--- config.mk ---
export PLATFORM = sky130hd
export DESIGN_NAME = nand_host
export DESIGN_NICKNAME = d
export VERILOG_FILES = /design/src/design/nand_host_pkg.sv /design/src/design/byte_stream_if.sv /design/src/design/byte_fifo.sv /design/src/design/nand_host.sv
export SDC_FILE = /design/constraint.sdc
export NUM_CORES = 1
export LEC_CHECK = 0
export BUFFER_PORTS_ARGS = -buffer_cell sky130_fd_sc_hd__buf_2
export CORE_MARGIN = 2
export CORE_UTILIZATION = 48
export CTS_CLUSTER_DIAMETER = 200
export CTS_CLUSTER_SIZE = 24
export DETAILED_ROUTE_END_ITERATION = 16
export HOLD_SLACK_MARGIN = 0.12
export PLACE_DENSITY_LB_ADDON = 0.3
export SKIP_LAST_GASP = 1
export SYNTH_ARGS = -nofsm -noshare
export SYNTH_HDL_FRONTEND = slang
export SYNTH_HIERARCHICAL = 1
export SYNTH_SLANG_ARGS = --single-unit
--- constraint.sdc ---
create_clock -name i_clock -period 4.54 [get_ports i_clock]
set_input_delay 0 -clock i_clock [delete_from_list [all_inputs] [get_ports i_clock]]
set_output_delay 0 -clock i_clock [all_outputs]
set_load 0.1 [all_outputs]
--- src/design/nand_host_pkg.sv ---
/*
  Shared constants for the NAND host controller: command codes, address
  cycle layout, page geometry, strobe timing and the operation encoding.
  Assumes a 20 MHz system clock.
*/
package nand_host_pkg;

  // System clock period
  localparam int CLOCK_NS = 50;

  // Least times the host waits, in ns, and in cycles rounded up
  localparam int T_WB_NS = 100;
  localparam int T_WHR_NS = 60;
  localparam int T_WW_NS = 100;
  localparam int WB_CYCLES = (T_WB_NS + CLOCK_NS - 1) / CLOCK_NS;
  localparam int WHR_CYCLES = (T_WHR_NS + CLOCK_NS - 1) / CLOCK_NS;
  localparam int WW_CYCLES = (T_WW_NS + CLOCK_NS - 1) / CLOCK_NS;

  // Page geometry
  localparam int PAGE_BYTES = 4352;
  localparam int MAIN_BYTES = 4096;
  localparam int SPARE_BYTES = 256;
  localparam int PAGES_PER_BLOCK = 64;
  localparam int COL_BITS = 13;
  localparam int PAGE_BITS = 6;
  localparam int BLOCK_BITS = 11;
  localparam int ROW_BITS = PAGE_BITS + BLOCK_BITS;

  // Address cycle indices
  localparam logic [2:0] ADDR_FIRST_COL = 3'h0;
  localparam logic [2:0] ADDR_FIRST_ROW = 3'h2;
  localparam logic [2:0] ADDR_LAST = 3'h4;
  localparam logic [2:0] ADDR_ID = 3'h5;

  // Command codes
  localparam logic [7:0] CMD_READ_SETUP = 8'h00;
  localparam logic [7:0] CMD_READ_START = 8'h30;
  localparam logic [7:0] CMD_DATA_LOAD = 8'h80;
  localparam logic [7:0] CMD_PROGRAM = 8'h10;
  localparam logic [7:0] CMD_ERASE_SETUP = 8'h60;
  localparam logic [7:0] CMD_ERASE_START = 8'hD0;
  localparam logic [7:0] CMD_STATUS = 8'h70;
  localparam logic [7:0] CMD_ID = 8'h90;
  localparam logic [7:0] CMD_RESET = 8'hFF;

  // Status byte fields
  localparam int STATUS_FAIL_BIT = 0;

  // Command sequence steps
  localparam logic [1:0] STEP_FIRST = 2'h0;
  localparam logic [1:0] STEP_SECOND = 2'h1;
  localparam logic [1:0] STEP_STATUS = 2'h2;

  // Strobe phases
  localparam logic [1:0] PH_SETUP = 2'h0;
  localparam logic [1:0] PH_LATCH = 2'h1;
  localparam logic [1:0] PH_HOLD = 2'h2;

  typedef enum logic [2:0] {
    OP_READ, OP_PROGRAM, OP_ERASE, OP_STATUS, OP_ID, OP_RESET
  } op_type;

endpackage : nand_host_pkg

--- src/design/byte_stream_if.sv ---
/*
  Valid/ready byte stream between the controller and its write buffer.
  Assumes both ends share one clock.
*/
`timescale 1ns/1ps
interface byte_stream_if #(
  parameter int WIDTH = 8
);
  logic valid;
  logic ready;
  logic [WIDTH-1:0] data;

  modport source(output valid, output data, input ready);
  modport sink(input valid, input data, output ready);
endinterface : byte_stream_if

--- src/design/byte_fifo.sv ---
/*
  Synchronous FIFO with valid/ready on both sides.
  Assumes one clock and a synchronous active-high reset.
*/
`timescale 1ns/1ps
module byte_fifo #(
  parameter int WIDTH = 8,
  parameter int DEPTH = 16
) (
  // Clock and reset
  input wire logic i_clock,
  input wire logic i_sys_rst,
  // Streams
  byte_stream_if.sink fill,
  byte_stream_if.source drain
);
  localparam int AW = $clog2(DEPTH);

  initial begin
    if (DEPTH < 2 || (1 << AW) != DEPTH || WIDTH < 1) begin
      $error("byte_fifo: DEPTH must be a power of two of at least 2");
    end
  end

  logic [WIDTH-1:0] mem [DEPTH];
  logic [AW-1:0] wr_ptr;
  logic [AW-1:0] rd_ptr;
  logic [AW:0] count;
  logic [AW:0] next_count;
  logic push;
  logic pop;
  logic not_full;

  // Ready is registered so the block's own ready port stays a flop
  assign push = fill.valid && not_full;
  assign pop = drain.ready && (count != '0);
  assign fill.ready = not_full;
  assign drain.valid = (count != '0);
  assign drain.data = mem[rd_ptr];

  always_comb begin
    next_count = count;
    if (push && !pop) begin
      next_count = count + 1'b1;
    end else if (pop && !push) begin
      next_count = count - 1'b1;
    end
  end

  // Storage, no reset needed on data
  always_ff @(posedge i_clock) begin
    if (push) begin
      mem[wr_ptr] <= fill.data;
    end
  end

  // Pointers and fill level
  always_ff @(posedge i_clock) begin
    if (i_sys_rst) begin
      wr_ptr <= '0;
      rd_ptr <= '0;
      count <= '0;
      not_full <= 1'b0;
    end else begin
      if (push) begin
        wr_ptr <= wr_ptr + 1'b1;
      end
      if (pop) begin
        rd_ptr <= rd_ptr + 1'b1;
      end
      count <= next_count;
      not_full <= (next_count != (AW + 1)'(DEPTH));
    end
  end
endmodule : byte_fifo

--- src/design/nand_host.sv ---
/*
  Host controller for an 8-bit asynchronous NAND flash: turns one user
  operation into command, address and data strobe cycles on the device pins.
  Assumes pin inputs are synchronous to i_clock and an external pull-up on
  the ready/busy line.
*/
// Summary of operation
// - Commands latched on write strobe rise, CLE high
// - Address latched on write strobe rise, ALE high
// - Five address bytes for read and program: column twice, row thrice
// - Strobes high during read busy wait
`timescale 1ns/1ps
module nand_host
  import nand_host_pkg::*;
#(
  parameter int FIFO_DEPTH = 16,
  parameter int LEN_BITS = 13
) (
  // Clock and reset
  input wire logic i_clock,
  input wire logic i_sys_rst,
  // User operation request
  input wire logic i_start,
  input wire op_type i_op,
  input wire logic [COL_BITS-1:0] i_column_addr,
  input wire logic [PAGE_BITS-1:0] i_page_in_block_addr,
  input wire logic [BLOCK_BITS-1:0] i_block_number,
  input wire logic [LEN_BITS-1:0] i_len,
  output logic o_busy,
  output logic o_done,
  output logic [7:0] o_status,
  output logic o_fail,
  // Program data in
  input wire logic i_wr_valid,
  input wire logic [7:0] i_wr_data,
  output logic o_wr_ready,
  // Read data out
  output logic o_rd_valid,
  output logic [7:0] o_rd_data,
  // Device pins
  output logic o_ce_n,
  output logic o_cle,
  output logic o_ale,
  output logic o_we_n,
  output logic o_re_n,
  output logic o_wp_n,
  input wire logic [7:0] i_byte_port,
  output logic [7:0] o_byte_port,
  output logic o_byte_port_oe,
  input wire logic i_ready_busy_n
);

  initial begin
    if (LEN_BITS < COL_BITS || FIFO_DEPTH < 2) begin
      $error("nand_host: LEN_BITS too small for a page or FIFO too shallow");
    end
  end

  typedef enum logic [3:0] {
    ST_IDLE, ST_SETUP, ST_CMD, ST_ADDR, ST_WDATA, ST_WB, ST_RB, ST_WHR,
    ST_RDATA, ST_DONE
  } state_type;

  state_type state;
  op_type op;
  logic [1:0] step;
  logic [1:0] phase;
  logic [2:0] idx;
  logic [2:0] wcnt;
  logic [COL_BITS-1:0] col;
  logic [ROW_BITS-1:0] row;
  logic [LEN_BITS-1:0] len;
  logic [LEN_BITS-1:0] cnt;
  logic [LEN_BITS-1:0] rd_target;
  logic [7:0] code;

  byte_stream_if #(.WIDTH(8)) wr_in ();
  byte_stream_if #(.WIDTH(8)) wr_out ();

  // Write data buffer; a slow user stalls the data phase instead of
  // breaking the page into partial loads
  assign wr_in.valid = i_wr_valid;
  assign wr_in.data = i_wr_data;
  assign o_wr_ready = wr_in.ready;
  assign wr_out.ready = (state == ST_WDATA) && (phase == PH_SETUP);

  byte_fifo #(.WIDTH(8), .DEPTH(FIFO_DEPTH)) u_fifo (
    .i_clock(i_clock),
    .i_sys_rst(i_sys_rst),
    .fill(wr_in),
    .drain(wr_out)
  );

  // Address byte for a given cycle
  function automatic logic [7:0] addr_byte(input logic [2:0] i,
                                           input logic [COL_BITS-1:0] c,
                                           input logic [ROW_BITS-1:0] r);
    case (i)
      3'h0: addr_byte = c[7:0];
      3'h1: addr_byte = {3'h0, c[12:8]};
      3'h2: addr_byte = r[7:0];
      3'h3: addr_byte = r[15:8];
      3'h4: addr_byte = {7'h00, r[16]};
      default: addr_byte = 8'h00;
    endcase
  endfunction : addr_byte

  // Command code for the current operation and step
  always_comb begin
    code = CMD_STATUS;
    case (op)
      OP_READ: code = (step == STEP_FIRST) ? CMD_READ_SETUP : CMD_READ_START;
      OP_PROGRAM: begin
        if (step == STEP_FIRST) begin
          code = CMD_DATA_LOAD;
        end else if (step == STEP_SECOND) begin
          code = CMD_PROGRAM;
        end
      end
      OP_ERASE: begin
        if (step == STEP_FIRST) begin
          code = CMD_ERASE_SETUP;
        end else if (step == STEP_SECOND) begin
          code = CMD_ERASE_START;
        end
      end
      OP_ID: code = CMD_ID;
      OP_RESET: code = CMD_RESET;
      default: code = CMD_STATUS;
    endcase
  end

  // Bytes to read: the page data or identification bytes, else one status
  assign rd_target = ((op == OP_READ || op == OP_ID) && step != STEP_STATUS)
                     ? len : LEN_BITS'(1);

  // Sequencer and device pins
  always_ff @(posedge i_clock) begin
    if (i_sys_rst) begin
      state <= ST_IDLE;
      op <= OP_STATUS;
      step <= STEP_FIRST;
      phase <= PH_SETUP;
      idx <= ADDR_FIRST_COL;
      wcnt <= 3'h0;
      col <= '0;
      row <= '0;
      len <= '0;
      cnt <= '0;
      o_busy <= 1'b0;
      o_done <= 1'b0;
      o_ce_n <= 1'b1;
      o_cle <= 1'b0;
      o_ale <= 1'b0;
      o_we_n <= 1'b1;
      o_re_n <= 1'b1;
      o_wp_n <= 1'b0;
      o_byte_port <= 8'h00;
      o_byte_port_oe <= 1'b0;
    end else begin
      o_done <= 1'b0;
      case (state)
        ST_IDLE: begin
          o_ce_n <= 1'b1;
          if (i_start) begin
            op <= i_op;
            col <= i_column_addr;
            row <= {i_block_number, i_page_in_block_addr};
            len <= (i_len > LEN_BITS'(PAGE_BYTES)) ? LEN_BITS'(PAGE_BYTES) : i_len;
            step <= STEP_FIRST;
            wcnt <= 3'h0;
            o_busy <= 1'b1;
            o_ce_n <= 1'b0;
            o_wp_n <= (i_op == OP_PROGRAM) || (i_op == OP_ERASE);
            state <= ST_SETUP;
          end
        end
        // Let write protect settle before the first write strobe
        ST_SETUP: begin
          wcnt <= wcnt + 1'b1;
          if (wcnt == 3'(WW_CYCLES - 1)) begin
            phase <= PH_SETUP;
            state <= ST_CMD;
          end
        end
        ST_CMD: begin
          case (phase)
            PH_SETUP: begin
              o_cle <= 1'b1;
              o_byte_port <= code;
              o_byte_port_oe <= 1'b1;
              o_we_n <= 1'b0;
              phase <= PH_LATCH;
            end
            PH_LATCH: begin
              o_we_n <= 1'b1;
              phase <= PH_HOLD;
            end
            default: begin
              o_cle <= 1'b0;
              phase <= PH_SETUP;
              wcnt <= 3'h0;
              cnt <= '0;
              if (step != STEP_FIRST) begin
                state <= (step == STEP_STATUS) ? ST_WHR : ST_WB;
              end else if (op == OP_STATUS) begin
                state <= ST_WHR;
              end else if (op == OP_RESET) begin
                state <= ST_WB;
              end else begin
                idx <= (op == OP_ERASE) ? ADDR_FIRST_ROW :
                       (op == OP_ID) ? ADDR_ID : ADDR_FIRST_COL;
                state <= ST_ADDR;
              end
            end
          endcase
        end
        ST_ADDR: begin
          case (phase)
            PH_SETUP: begin
              o_ale <= 1'b1;
              o_byte_port <= addr_byte(idx, col, row);
              o_we_n <= 1'b0;
              phase <= PH_LATCH;
            end
            PH_LATCH: begin
              o_we_n <= 1'b1;
              phase <= PH_HOLD;
            end
            default: begin
              o_ale <= 1'b0;
              phase <= PH_SETUP;
              idx <= idx + 1'b1;
              wcnt <= 3'h0;
              if (idx == ADDR_LAST || idx == ADDR_ID) begin
                step <= STEP_SECOND;
                if (op == OP_PROGRAM) begin
                  state <= (len == '0) ? ST_CMD : ST_WDATA;
                end else if (op == OP_ID) begin
                  step <= STEP_FIRST;
                  state <= ST_WHR;
                end else begin
                  state <= ST_CMD;
                end
              end
            end
          endcase
        end
        // Page data from the buffer, one write strobe per byte
        ST_WDATA: begin
          if (phase == PH_SETUP) begin
            if (wr_out.valid) begin
              o_byte_port <= wr_out.data;
              o_we_n <= 1'b0;
              phase <= PH_LATCH;
            end
          end else begin
            o_we_n <= 1'b1;
            phase <= PH_SETUP;
            cnt <= cnt + 1'b1;
            if (cnt + 1'b1 == len) begin
              state <= ST_CMD;
            end
          end
        end
        // Busy only shows some time after the last write strobe
        ST_WB: begin
          o_byte_port_oe <= 1'b0;
          wcnt <= wcnt + 1'b1;
          if (wcnt == 3'(WB_CYCLES - 1)) begin
            state <= ST_RB;
          end
        end
        // Both strobes stay high until the device reports ready
        ST_RB: begin
          o_we_n <= 1'b1;
          o_re_n <= 1'b1;
          if (i_ready_busy_n) begin
            wcnt <= 3'h0;
            cnt <= '0;
            if (op == OP_READ) begin
              // A zero length read only loads the page
              state <= (len == '0) ? ST_DONE : ST_RDATA;
            end else if (op == OP_RESET) begin
              state <= ST_DONE;
            end else begin
              step <= STEP_STATUS;
              state <= ST_CMD;
            end
          end
        end
        ST_WHR: begin
          o_byte_port_oe <= 1'b0;
          wcnt <= wcnt + 1'b1;
          if (wcnt == 3'(WHR_CYCLES - 1)) begin
            state <= (rd_target == '0) ? ST_DONE : ST_RDATA;
          end
        end
        // One byte per read strobe cycle
        ST_RDATA: begin
          if (phase == PH_SETUP) begin
            o_re_n <= 1'b0;
            phase <= PH_LATCH;
          end else begin
            o_re_n <= 1'b1;
            phase <= PH_SETUP;
            cnt <= cnt + 1'b1;
            if (cnt + 1'b1 == rd_target) begin
              state <= ST_DONE;
            end
          end
        end
        ST_DONE: begin
          o_done <= 1'b1;
          o_busy <= 1'b0;
          o_ce_n <= 1'b1;
          o_wp_n <= 1'b0;
          state <= ST_IDLE;
        end
        default: state <= ST_IDLE;
      endcase
    end
  end

  // Read data capture, sampled at the end of the low read strobe
  always_ff @(posedge i_clock) begin
    if (i_sys_rst) begin
      o_rd_valid <= 1'b0;
      o_rd_data <= 8'h00;
      o_status <= 8'h00;
      o_fail <= 1'b0;
    end else begin
      o_rd_valid <= 1'b0;
      if (state == ST_RDATA && phase == PH_LATCH) begin
        o_rd_valid <= 1'b1;
        o_rd_data <= i_byte_port;
        if (op == OP_STATUS || step == STEP_STATUS) begin
          o_status <= i_byte_port;
          o_fail <= i_byte_port[STATUS_FAIL_BIT];
        end
      end
    end
  end
endmodule : nand_host

==> metrics.csv <==
stage,metric,value,unit
floorplan,rows,56,
cts,cts_htree_levels,1,
logic_synthesis,syn-num-nets,1082,
routing,firstDrtPassIters,6,
power_and_ir_drop,ir_drop,0.356,mV
hold_path,min_to,op[0],
routing,wl,28.0,mm
logic_synthesis,yosysSeqAreaShare,55.8,%
run_status,status,"complete, no violations",
logic_synthesis,async_reset_ff_share,0,%
setup_path,cp_slowest_cell,a21oi_1,
setup_path,required,4.97,ns
timing,maxSlewViolCount,0,
logic_synthesis,synth-seq-cells,253,
setup_path,reg2reg_slack,0.80,ns
timing,rsz0062_at_grt,false,
timing,whs,0.280,ns
power_and_ir_drop,power_density,421,nW/µm²
floorplan,fp.dieArea,24900,µm²
setup_path,max_stage_delay,0.67,ns
global_route,grt_max_degree,63,
routing,drt_iter0_drc,734,
placed_design,place_hpwl,17.5,mm
global_route,grt_antenna_before_repair,2,
cts,clkTransAtPathRegs,0.11,ns
hold_path,hold_path.startpoint,i_op[0],
logic_synthesis,yosys.area_share.simple,14.8,%
global_route,grt_pass1_vias,8294,
hold_path,whs_path_depth,4,
floorplan,die_y,158,µm
logic_synthesis,synth_top_family_by_area,simple AND/OR/NAND/NOR gates,
logic_synthesis,muxShareOfSynthArea,9.86,%
cts,clock_tree.buffer_depth,3,
cts,clock_sinks,253,
logic_synthesis,ys_warn_count,6,
global_route,grt_pass1_wl,43.6,mm
timing,max_freq,268,MHz
global_route,gr-total-overflow,0,
hold_path,min_path_type,primary input to register,
run,maxCapViolCount,0,
cts,root_buffer,clkbuf_16,
timing,max_slew_margin,47.7,%
cells_and_area,fin_nets,1253,
setup_path,path_delay_family,buffers and inverters,
logic_synthesis,synth_area_per_cell,11.4,µm²
routing,routed_via_density,5.66,
timing,period_share,82.3,%
floorplan,pin_count,103,
placed_design,io_buffer_count,102,
setup_path,worstPathMaxFanout,20,
timing,setup_violations,0,
floorplan,coreArea,23400,µm²
logic_synthesis,synth_ff_type,edfxtp_1,
cts,numCtsBuffers,14,
logic_synthesis,netlist_area,11400,µm²
logic_synthesis,synth_fa_ha_area_share,1.84,%
timing,period_minus_slack,3.74,ns
setup_path,r2r_cells,8,
power_and_ir_drop,leakagePower,4.91,nW
setup_path,reg2reg_to,len[6],
timing,worst_slew_pin_slew,0.778,ns
logic_synthesis,synth_cell_types,80,
cts,clock_latency,0.50,ns
routing,ant_nets,0,
logic_synthesis,synth-edff-count,128,
floorplan,die_w,158,µm
timing,setup_tns,0,ns
placed_design,placed_cell_area,12000,µm²
routing,route.detailed.drc,0,
timing,hold_viol_final,0,
timing,fin_skew,0.0331,ns
logic_synthesis,synth-xor-area-share,2.43,%
placed_design,routabilityCongestion,0.856,
cells_and_area,area_growth,18.9,%
routing,detail_route.wl_per_cell,18.7,µm
logic_synthesis,synth_compound_area_share,11.6,%
cells_and_area,fin_area,13500,µm²
setup_path,path_cells,nor2_1 > nand2_1 > or3_1 > a21oi_1 > a22oi_1 > dlygate4sd3_1 > nor2_1 > dlygate4sd3_1,
cts,cts_tree,yes,
logic_synthesis,synthCells,1000,
setup_path,crit_type,register to register,
floorplan,start_util,48.6,%
setup_path,crit_path_end_kind,register,
setup_path,reg2reg_from,state[2],
setup_path,cp.arrival,4.17,ns
cells_and_area,drive_gt1_share,16.6,%
global_route,grt_use_total,22.3,%
setup_path,worst-path-buf-inv,2,
setup_path,start_kind,register,
routing,vias,8482,
[how the worst max path moves through the flow]
stage	from	slack [ns]	cells after the start	to
floorplan	cnt[0]	2.01	9	state[2]
global placement	state[0]	1.59	8	state[0]
detailed placement	state[2]	1.52	7	u_fifo/fill.ready
CTS	state[1]	1.01	8	len[6]
global route	state[1]	0.62	8	len[6]
finish	state[2]	0.80	8	len[6]
[state kept, by name, indices dropped and copies added (netlist names), 2 cells and up, named ones only]
signal         count
u_fifo/count       5
op                 3
wcnt               3
row               17
u_fifo/rd_ptr      4
o_status           8
o_byte_port        8
phase              2
cnt               13
o_rd_data          8
col               13
idx                3
state              4
u_fifo/mem       128
len               13
u_fifo/wr_ptr      4
step               2
[cells in the mapped netlist (all sizes together) (7+ instances only)]
| cell | instances | area [µm²] |
|---|---|---|
| a21oi | 89 | 445 |
| a222oi | 9 | 90.1 |
| a22oi | 18 | 140 |
| a31oi | 11 | 68.8 |
| and2 | 18 | 116 |
| and3 | 12 | 75.1 |
| buf | 26 | 185 |
| clkbuf | 38 | 146 |
| dfxtp | 125 | 2500 |
| edfxtp | 128 | 3840 |
| ha | 15 | 188 |
| inv | 21 | 78.8 |
| mux2i | 21 | 210 |
| mux4 | 40 | 901 |
| nand2 | 105 | 397 |
| nand3 | 18 | 113 |
| nor2 | 104 | 400 |
| nor2b | 12 | 75.1 |
| nor3 | 29 | 155 |
| nor3b | 7 | 57.6 |
| nor4 | 9 | 56.3 |
| o21ai | 36 | 180 |
| or3 | 7 | 46.3 |
| xnor2 | 16 | 140 |
| xor2 | 13 | 114 |
[layer usage]
metal | part of all wire [%] | vias to the layer above | track usage (%)
li1 | - | 4020 | -
met1 | 43 | 4119 | 30.0
met2 | 49 | 297 | 38.0
met3 | 6.1 | 46 | 3.23
met4 | 2.1 | 0 | 6.22
met5 | 0 | - | 0
[cell type report]
cell class	instances	area [µm²]
Antenna cell	2	5.00
Clock buffer	20	373
Clock inverter	2	32.5
Fill cell	1909	9870
Inverter	21	78.8
Multi-Input combinational cell	662	4630
Sequential cell	253	6350
Tap cell	319	399
Timing Repair Buffer	219	1670
[layout by cell type (no fill, tap or decap), drive strengths merged, types with 9 or more instances in the layout]
master,synthesis,layout
xnor2,16,16
nand3,18,18
a21oi,89,89
a222oi,9,9
xor2,13,13
a22oi,18,18
nor2,104,104
and3,12,12
and2,18,18
clkbuf,38,20
dlygate4sd3,0,110
edfxtp,128,128
o21ai,36,36
nor2b,12,12
buf,26,109
dfxtp,125,125
inv,21,21
ha,15,15
nand2,105,105
nor4,9,9
nor3,29,29
mux2i,21,21
a31oi,11,11
mux4,40,40
[power breakdown]
group	switching, mW	internal, mW
Clock	0.731	0.590
Combinational	1.04	0.572
Sequential	0.207	2.56
[per-stage QoR]
step / power [mW] / cells / setup slack, ns / util, %
floorplan: 3.95 / 1000 / 2.01 / -
global placement: 4.26 / 1364 / 1.59 / 51.3
detailed placement: 4.27 / 1364 / 1.52 / 51.3
CTS: 5.71 / 1496 / 1.01 / 57.8
global route: 5.97 / 1498 / 0.624 / 57.8
finish: 5.70 / 1498 / 0.802 / 57.8
[tightest hold or removal path, stage by stage]
cell           delay [ns]
dlygate4sd3_1        0.52
buf_2                0.12
nand2_1              0.05
nand3_1              0.06
[cell families after synthesis]
kind of cell / Yosys count
flops: 253
compound gates: 206
mux: 62
fa+ha+maj: 17
simple gates: 347
buf+inv: 85
xor+xnor: 30
[repair_timing]
item                                   in CTS  in global routing
buffers inserted                            0                  0
endpoints found under the hold margin     202                  0
gates resized for setup                     0                  0
setup endpoints to repair                   0                  0
hold buffers                              110                  0
Power figures use the tool's default switching activity.
